`src/hw/eik_pkg.sv`:
```
package eik_pkg;
  // =====================================================
  // sizes and reset values
  localparam int KEY_LINES = 8;
  localparam logic [7:0] KEY_DIR_RST = 8'h00;
  localparam logic [7:0] KEY_OUT_RST = 8'h00;
  localparam logic [1:0] SYNC_RST = 2'h3;

  typedef struct packed {
    logic [7:0] dir;
    logic [7:0] dout;
  } eik_port_ctl_type;
endpackage

```
`src/hw/eik_irq_logic.sv`:
```
`timescale 1ns/1ps
// Summary of operation
// The dedicated request pin triggers on falling edges only, or on falling edges plus sustained low level, chosen by a build-time parameter.
// Keyboard line requests are always falling-edge only, whatever the pin trigger option.
// All keyboard lines are ORed into the shared request, raising it on any falling edge while the function is enabled.
// Every keyboard line is an input after reset, and software may later change individual directions.
// The dedicated pin is accepted as an asynchronous request and delivered to the CPU interrupt logic.
// Pin and keyboard lines are synchronised and falling edges found by comparing successive synchronised samples before latching.
module eik_irq_logic
  import eik_pkg::*;
#(
  parameter bit LEVEL_TRIG = 1'b0
) (
  input wire logic clk,
  input wire logic nrst,
  input wire logic clk_en,
  input wire logic irq_n_pin,
  input wire logic [KEY_LINES-1:0] key_in,
  input wire logic irq_en,
  input wire logic irq_ack,
  input wire logic ctl_we,
  input wire eik_port_ctl_type ctl_wdata,
  output logic irq_req,
  output logic [KEY_LINES-1:0] key_out,
  output logic [KEY_LINES-1:0] key_oe,
  output logic [KEY_LINES-1:0] key_sync
);
  // =====================================================
  // synchronisers
  // pins are asynchronous; two stages before any logic looks at them
  // costs two cycles of request latency, buys metastability margin
  logic [1:0] irq_s_ff;
  logic irq_prev_ff;
  logic [KEY_LINES-1:0] key_s1_ff;
  logic [KEY_LINES-1:0] key_s2_ff;
  logic [KEY_LINES-1:0] key_prev_ff;
  logic pend_ff;
  eik_port_ctl_type ctl_ff;

  always_ff @(posedge clk or negedge nrst) begin
    if (!nrst) begin
      irq_s_ff <= SYNC_RST;
      key_s1_ff <= '1;
      key_s2_ff <= '1;
    end else if (clk_en) begin
      irq_s_ff <= {irq_s_ff[0], irq_n_pin};
      key_s1_ff <= key_in;
      key_s2_ff <= key_s1_ff;
    end
  end

  // previous samples; reset high, so a line held low through reset shows as an edge once synchronised
  always_ff @(posedge clk or negedge nrst) begin
    if (!nrst) begin
      irq_prev_ff <= 1'b1;
      key_prev_ff <= '1;
    end else if (clk_en) begin
      irq_prev_ff <= irq_s_ff[1];
      key_prev_ff <= key_s2_ff;
    end
  end

  // =====================================================
  // edge detect and pending latch
  // edges only compare settled samples, never the first stage
  logic pin_fall;
  logic key_fall;
  logic pin_low;
  assign pin_fall = irq_prev_ff & ~irq_s_ff[1];
  assign key_fall = |(key_prev_ff & ~key_s2_ff);
  assign pin_low = LEVEL_TRIG & ~irq_s_ff[1];

  // set wins over acknowledge so an edge in the ack cycle survives
  always_ff @(posedge clk or negedge nrst) begin
    if (!nrst) begin
      pend_ff <= 1'b0;
    end else if (clk_en) begin
      if (pin_fall | key_fall) begin
        pend_ff <= 1'b1;
      end else if (irq_ack) begin
        pend_ff <= 1'b0;
      end
    end
  end

  // level mode keeps requesting while the pin stays low
  always_ff @(posedge clk or negedge nrst) begin
    if (!nrst) begin
      irq_req <= 1'b0;
    end else if (clk_en) begin
      irq_req <= irq_en & (pend_ff | pin_low);
    end
  end

  // =====================================================
  // keyboard line direction and data
  // direction reaches the pins one cycle after the write lands
  // all lines come up as inputs so nothing fights an external switch
  always_ff @(posedge clk or negedge nrst) begin
    if (!nrst) begin
      ctl_ff <= '{dir: KEY_DIR_RST, dout: KEY_OUT_RST};
    end else if (clk_en && ctl_we) begin
      ctl_ff <= ctl_wdata;
    end
  end

  always_ff @(posedge clk or negedge nrst) begin
    if (!nrst) begin
      key_out <= KEY_OUT_RST;
      key_oe <= KEY_DIR_RST;
      key_sync <= '1;
    end else if (clk_en) begin
      key_out <= ctl_ff.dout;
      key_oe <= ctl_ff.dir;
      key_sync <= key_s2_ff;
    end
  end

  // =====================================================
  // checks
  // clock enable low must hold every register where it was
  property p_r2_key_edge;
    @(posedge clk) disable iff (!nrst)
      (clk_en && key_fall && irq_en && !irq_ack) ##1 clk_en |=> irq_req;
  endproperty
  a_r2_key_edge: assert property (p_r2_key_edge) else $error("key edge lost");

  property p_r3_or;
    @(posedge clk) disable iff (!nrst)
      (clk_en && (pin_fall || key_fall)) |=> pend_ff;
  endproperty
  a_r3_or: assert property (p_r3_or) else $error("edge not latched");

  property p_r1_edge_only;
    @(posedge clk) disable iff (!nrst)
      (clk_en && !LEVEL_TRIG && !pend_ff) |=> !irq_req;
  endproperty
  a_r1_edge_only: assert property (p_r1_edge_only) else $error("level seen in edge mode");

  property p_r1_level;
    @(posedge clk) disable iff (!nrst)
      (clk_en && LEVEL_TRIG && irq_en && !irq_s_ff[1]) |=> irq_req;
  endproperty
  a_r1_level: assert property (p_r1_level) else $error("low level missed");

  property p_r4_dir;
    @(posedge clk) disable iff (!nrst)
      $rose(nrst) |-> key_oe == KEY_DIR_RST;
  endproperty
  a_r4_dir: assert property (p_r4_dir) else $error("lines not input after reset");

  property p_r5_mask;
    @(posedge clk) disable iff (!nrst)
      (clk_en && !irq_en) |=> !irq_req;
  endproperty
  a_r5_mask: assert property (p_r5_mask) else $error("request while disabled");

  property p_r6_sync;
    @(posedge clk) disable iff (!nrst)
      (clk_en && (&irq_s_ff)) |=> !pin_fall;
  endproperty
  a_r6_sync: assert property (p_r6_sync) else $error("edge before sync");

  property p_ack_clear;
    @(posedge clk) disable iff (!nrst)
      (clk_en && irq_ack && !pin_fall && !key_fall) |=> !pend_ff;
  endproperty
  a_ack_clear: assert property (p_ack_clear) else $error("ack did not clear");

  property p_freeze_req;
    @(posedge clk) disable iff (!nrst)
      !clk_en |=> $stable(irq_req) && $stable(pend_ff);
  endproperty
  a_freeze_req: assert property (p_freeze_req) else $error("request moved while frozen");

  property p_freeze_ctl;
    @(posedge clk) disable iff (!nrst)
      !clk_en |=> $stable(key_oe) && $stable(key_out) && $stable(key_sync);
  endproperty
  a_freeze_ctl: assert property (p_freeze_ctl) else $error("lines moved while frozen");

  property p_r4_load;
    @(posedge clk) disable iff (!nrst)
      clk_en |=> key_oe == $past(ctl_ff.dir);
  endproperty
  a_r4_load: assert property (p_r4_load) else $error("direction not applied");

  property p_r3_hold;
    @(posedge clk) disable iff (!nrst)
      (clk_en && pend_ff && !irq_ack) |=> pend_ff;
  endproperty
  a_r3_hold: assert property (p_r3_hold) else $error("pending dropped without ack");

  property p_r5_out;
    @(posedge clk) disable iff (!nrst)
      (clk_en && irq_en && pend_ff) |=> irq_req;
  endproperty
  a_r5_out: assert property (p_r5_out) else $error("pending not delivered");

  property p_r6_prev;
    @(posedge clk) disable iff (!nrst)
      clk_en |=> irq_prev_ff == $past(irq_s_ff[1]);
  endproperty
  a_r6_prev: assert property (p_r6_prev) else $error("previous sample skipped");

  property p_r2_no_edge;
    @(posedge clk) disable iff (!nrst)
      (clk_en && !pend_ff && !pin_fall && !key_fall) |=> !pend_ff;
  endproperty
  a_r2_no_edge: assert property (p_r2_no_edge) else $error("pending without edge");

  c_key: cover property (@(posedge clk) disable iff (!nrst) key_fall ##2 irq_req);
  c_pin: cover property (@(posedge clk) disable iff (!nrst) pin_fall ##2 irq_req);
  c_ack: cover property (@(posedge clk) disable iff (!nrst) irq_req ##1 irq_ack);
  c_freeze: cover property (@(posedge clk) disable iff (!nrst) !clk_en ##1 clk_en);
endmodule

```
`config.mk`:
```
export PLATFORM = sky130hd
export DESIGN_NAME = eik_irq_logic
export DESIGN_NICKNAME = d
export VERILOG_FILES = /design/src/hw/eik_pkg.sv /design/src/hw/eik_irq_logic.sv
export SDC_FILE = /design/constraint.sdc
export NUM_CORES = 1
export LEC_CHECK = 0
export BUFFER_PORTS_ARGS = -buffer_cell sky130_fd_sc_hd__buf_4
export CAP_MARGIN = 5
export CORE_MARGIN = 10
export CORE_UTILIZATION = 33
export DETAILED_ROUTE_END_ITERATION = 8
export SLEW_MARGIN = 20
export SYNTH_ARGS = -nofsm -noshare
export SYNTH_HDL_FRONTEND = slang
export SYNTH_SLANG_ARGS = --single-unit
```
`constraint.sdc`:
```
create_clock -name clk -period 1.6 [get_ports clk]
set_input_delay 0.4 -clock clk [delete_from_list [all_inputs] [get_ports clk]]
set_output_delay 0.4 -clock clk [all_outputs]
set_load 0.005 [all_outputs]
```
-- Yosys cells after proc, flatten, opt, wreduce, memory -nomap -nowiden
Cells that the tools add are included.
- flip-flop bits (word level): 61
- bits of input ports: 31
- output and inout port bits: 25
- logic and storage cells: 23
- muxes and demuxes: 2
- bitwise operators: 6
- reduce and logical (&&, ||, !) cells: 4
- operator list (operator ; count):
    8-bit AND ; 1
    8-bit NOT ; 1
    8-bit OR reduction ; 1
    1-bit AND ; 2
    1-bit 2-to-1 mux ; 2
    2-bit AND reduction ; 1
    2-bit nonzero test ; 1
    1-bit logical AND ; 1
    1-bit NOT ; 1
    1-bit bitwise OR ; 1

-- Depth between registers and ports, before layout
- depth in word-level cells: 6
- depth in mapped cells: 5
- gate-level depth less buffers: 3

-- Worst setup path before layout
Ideal clock, no wire load.
- path type: input port to flip-flop
- start point: input clk_en
- end point: register ctl_ff[10] in the netlist's numbering
- library setup time: 0.125 ns
- arrival: 1.170 ns
- path slack: 0.305 ns
- stages on the path: 4
- path buffers: 2
- path through: buf_4 > nand2_2 > buf_4 > mux2_2
- longest elaborated chain between the ends: 1
- ends and longest elaborated chain (item ; line ; text):
    start, declared ; eik_irq_logic.sv:16 ; input wire logic clk_en,
    1-bit logical AND ; eik_irq_logic.sv:102 ; end else if (clk_en && ctl_we) begin
    end signal, assigned ; eik_irq_logic.sv:101 ; ctl_ff <= '{dir: KEY_DIR_RST, dout: KEY_OUT_RST};
    end signal, assigned ; eik_irq_logic.sv:103 ; ctl_ff <= ctl_wdata;
    end, declared ; eik_irq_logic.sv:38 ; eik_port_ctl_type ctl_ff;
Every way passes these cells.
A chain may end at the register's enable or synchronous reset.

==> reports/summary.json <==
{
  "detail_route.wl_per_cell_um": 14.95,
  "grt_antenna_before_repair": 0,
  "clock_sinks": 61,
  "fmax_mhz": 720.2,
  "numPortBuffers": 55,
  "global_route.usage.met3_pct": 6.265,
  "globalRouteMet1Util_pct": 10.87,
  "grt_first_pass_wirelength_um": 7762,
  "postSynthAreaPerCell_um2": 16.12,
  "timing.critical_path.to": "key_sync[4]",
  "final-instance-count-excl-fill": 315,
  "clk_network_pwr_share_pct": 35.7,
  "crit_chain": "buf_4",
  "detailedPlacementHpwl_um": 3446,
  "reg2reg_from": "key_s2_ff[7]$_DFFE_PN1P_",
  "timing.critical_path.from_type": "flip-flop",
  "die-area_um2": 11030,
  "cellPowerDensity_nw_per_um2": 1299,
  "globalRouteMet2Util_pct": 11.92,
  "area_growth_pct": 32.83,
  "cts_inserted_buffers": 9,
  "crit-reg2reg-capture": "pend_ff$_DFFE_PN0P_",
  "first_iter_violations": 29,
  "overflow": 0,
  "sequentialPowerShare_pct": 48.5,
  "critical_path.max_fanout": 3,
  "timing.critical_path.buf_inv": 1,
  "power.leakage_uw": 0.001384,
  "total_wire_length_um": 4710,
  "setup.worst_path.end_class": "output pin",
  "status": "finished, final reports clean",
  "via_count_of_the_first_global_routing_pass": 1477,
  "vdd_ir_drop_max_v": 0.0008928,
  "die-height_um": 105.0,
  "power_switching_share_pct": 22.77,
  "synth_warnings": 0,
  "ios": 56,
  "post_cts.repair.setup_buffers": 0,
  "tightestPinTransition_ns": 0.3945,
  "dpl.cell_count": 298,
  "hold_slack_ns": 0.2961,
  "die_width_um": 105.0,
  "initial_utilization_pct": 34.55,
  "cpMaxStageDelayCell": "dfstp_2",
  "drcViolationCount": 0,
  "cts.clk_slew.worst_paths_ns": 0.07,
  "timing.critical_path.depth": 1,
  "grt-busiest-layer": "met2",
  "relSlewSlack_pct": 73.02,
  "clkLatencyLatePin_ns": 0.33,
  "root_buffer": "clkbuf_8",
  "setup_repair_after_global_routing_missed_its_margin": "false",
  "combinationalPowerShare_pct": 15.7,
  "synth.net_count": 179,
  "final-setup-viol-count": 0,
  "detailroute.via_count": 1388,
  "design.final.nets": 245,
  "cp-startpoint": "key_prev_ff[4]$_DFFE_PN1P_",
  "floorplan.core_area_um2": 6907,
  "post_synth_instance_area_um2": 2386,
  "timing.final.max_slew_violations": 0,
  "regToRegSetupSlack_ns": 0.35,
  "timing.setup.critical_path_class": "flip-flop to output pin",
  "global_route.usage.total_pct": 8.837,
  "cap_viol_max_count": 0,
  "fin_setup_tns_ns": 0,
  "antenna-diode-count": 0,
  "gp_routability_congestion": 0.7012,
  "number_of_hold_violations_in_the_final_report": 0,
  "crit_required_ns": 1.20,
  "clock_tree.htree_level_count": 3,
  "fp-row-count": 30,
  "hold_path_class": "input pin to flip-flop",
  "clock_tree.buffer_depth": 2,
  "dr.pass1.iters": 4,
  "vias_per_cell": 4.406,
  "r2r.worst_path.cells": 3,
  "critical_path.top_delay_family": "flip-flops",
  "cts-resized-gates": 0,
  "place_area_um2": 2939,
  "design_area_um2": 3169,
  "cts_tree": "done",
  "synth-seq-area-share_pct": 65.39,
  "ys_seq_elements": 61,
  "synthCells": 148,
  "worst_path_arrival_time_ns": 0.99,
  "total_switching_power_uw": 937.5,
  "drive_above_1_share_pct": 74.43,
  "post-route-min-period_ns": 1.388,
  "max_clock_skew_ns": 0.008244,
  "grt_max_degree": 33,
  "fin_total_pwr_uw": 4118,
  "post-route-period-util_pct": 86.78,
  "yosysUniqueCellTypes": 17,
  "cp_slowest_stage_delay_ns": 0.55,
  "int_power_uw": 3180,
  "antenna_left": 0
}
## per-stage QoR
step | utilization, % | setup slack [ns]
5_1_grt | 45.89 | 0.1532
3_5_place_dp | 42.55 | 0.2133
6_report | 45.89 | 0.2115
3_3_place_gp | 42.55 | 0.2320
2_1_floorplan | - | 0.3054
4_1_cts | 45.89 | 0.1834
## flip-flops by register name (all words and copies together) (netlist names)
signal	flops
key_s1_ff	8
key_oe	8
irq_s_ff	2
irq_prev_ff	1
key_out	8
pend_ff	1
key_s2_ff	8
ctl_ff	16
key_prev_ff	8
irq_req	1
## per-layer routing
metal	share of wire [%]	vias up
li1	-	652
met1	47	678
met2	43	52
met3	9.4	6
met5	0	-
met4	0.68	0
## power by group through the flow
stage / Combinational, uW / Clock [uW] / Sequential, uW
finish: 647 / 1470 / 2000
floorplan: 309 / 0 / 2000
CTS: 668 / 1530 / 2000
detailed placement: 664 / 0 / 2030
global placement: 652 / 0 / 2020
global route: 718 / 1610 / 2040
## layout make-up
cell class / instances / area, um^2
Sequential cell: 61 / 1560
Inverter: 3 / 11.26
Clock inverter: 3 / 40.04
Tap cell: 96 / 120.1
Fill cell: 653 / 3737
Timing Repair Buffer: 62 / 493.0
Multi-Input combinational cell: 77 / 764.5
Clock buffer: 13 / 180.2
## kinds of logic (layout without fill, tap and decap cells)
group                  count (synthesis)  count (layout)  synth area share [%]
AND/OR/NAND/NOR                       13              13                 3.041
multiplexers                          57              57                 26.90
AO/OA/AOI/OAI                          7               7                 2.097
buffers and inverters                 10              81                 2.569
flip-flops                            61              61                 65.39
## placed cells by master, fill, tap and decap left out, drive strengths merged
master | netlist | final
bufinv | 0 | 1
nor2 | 1 | 1
dfrtp | 34 | 34
nand3 | 1 | 1
clkinv | 0 | 2
dlygate4sd3 | 0 | 1
nor2b | 7 | 7
a21oi | 1 | 1
a31oi | 1 | 1
dfstp | 27 | 27
nand2 | 4 | 4
a2111oi | 2 | 2
inv | 3 | 3
o21ai | 3 | 3
mux2 | 57 | 57
clkbuf | 0 | 13
buf | 7 | 61
## cells in the mapped netlist
| master | instances | area (um^2) |
|---|---|---|
| o21ai_0 | 3 | 15.01 |
| dfstp_2 | 27 | 709.4 |
| nor2_1 | 1 | 3.750 |
| nor2b_1 | 7 | 43.79 |
| buf_2 | 4 | 20.02 |
| dfrtp_1 | 34 | 850.8 |
| a31oi_1 | 1 | 6.260 |
| nand3_1 | 1 | 5.000 |
| mux2_2 | 57 | 641.9 |
| a2111oi_0 | 1 | 8.760 |
| a21oi_1 | 1 | 5.000 |
| buf_4 | 2 | 15.01 |
| nand2_1 | 2 | 7.510 |
| nand2_2 | 2 | 12.51 |
| a2111oi_2 | 1 | 15.01 |
| inv_1 | 3 | 11.26 |
| buf_8 | 1 | 15.01 |
## worst min-delay path by stage
stage	startpoint	to	slack (ns)	depth (start not counted)
floorplan	nrst	ctl_ff[0]$_DFFE_PN0P_	0.10	0
global placement	nrst	key_oe[1]$_DFFE_PN0P_	0.25	1
detailed placement	nrst	key_oe[1]$_DFFE_PN0P_	0.25	1
CTS	ctl_wdata[11]	ctl_ff[11]$_DFFE_PN0P_	0.28	2
global route	key_in[4]	key_s1_ff[4]$_DFFE_PN1P_	0.27	2
finish	ctl_wdata[11]	ctl_ff[11]$_DFFE_PN0P_	0.30	2
## what timing repair did
| item | in CTS | in global routing |
|---|---|---|
| setup endpoints to repair | 0 | 0 |
| endpoints found under the hold margin | 4 | 0 |
| hold buffers | 1 | 0 |
(Power assumes the default switching activity.)
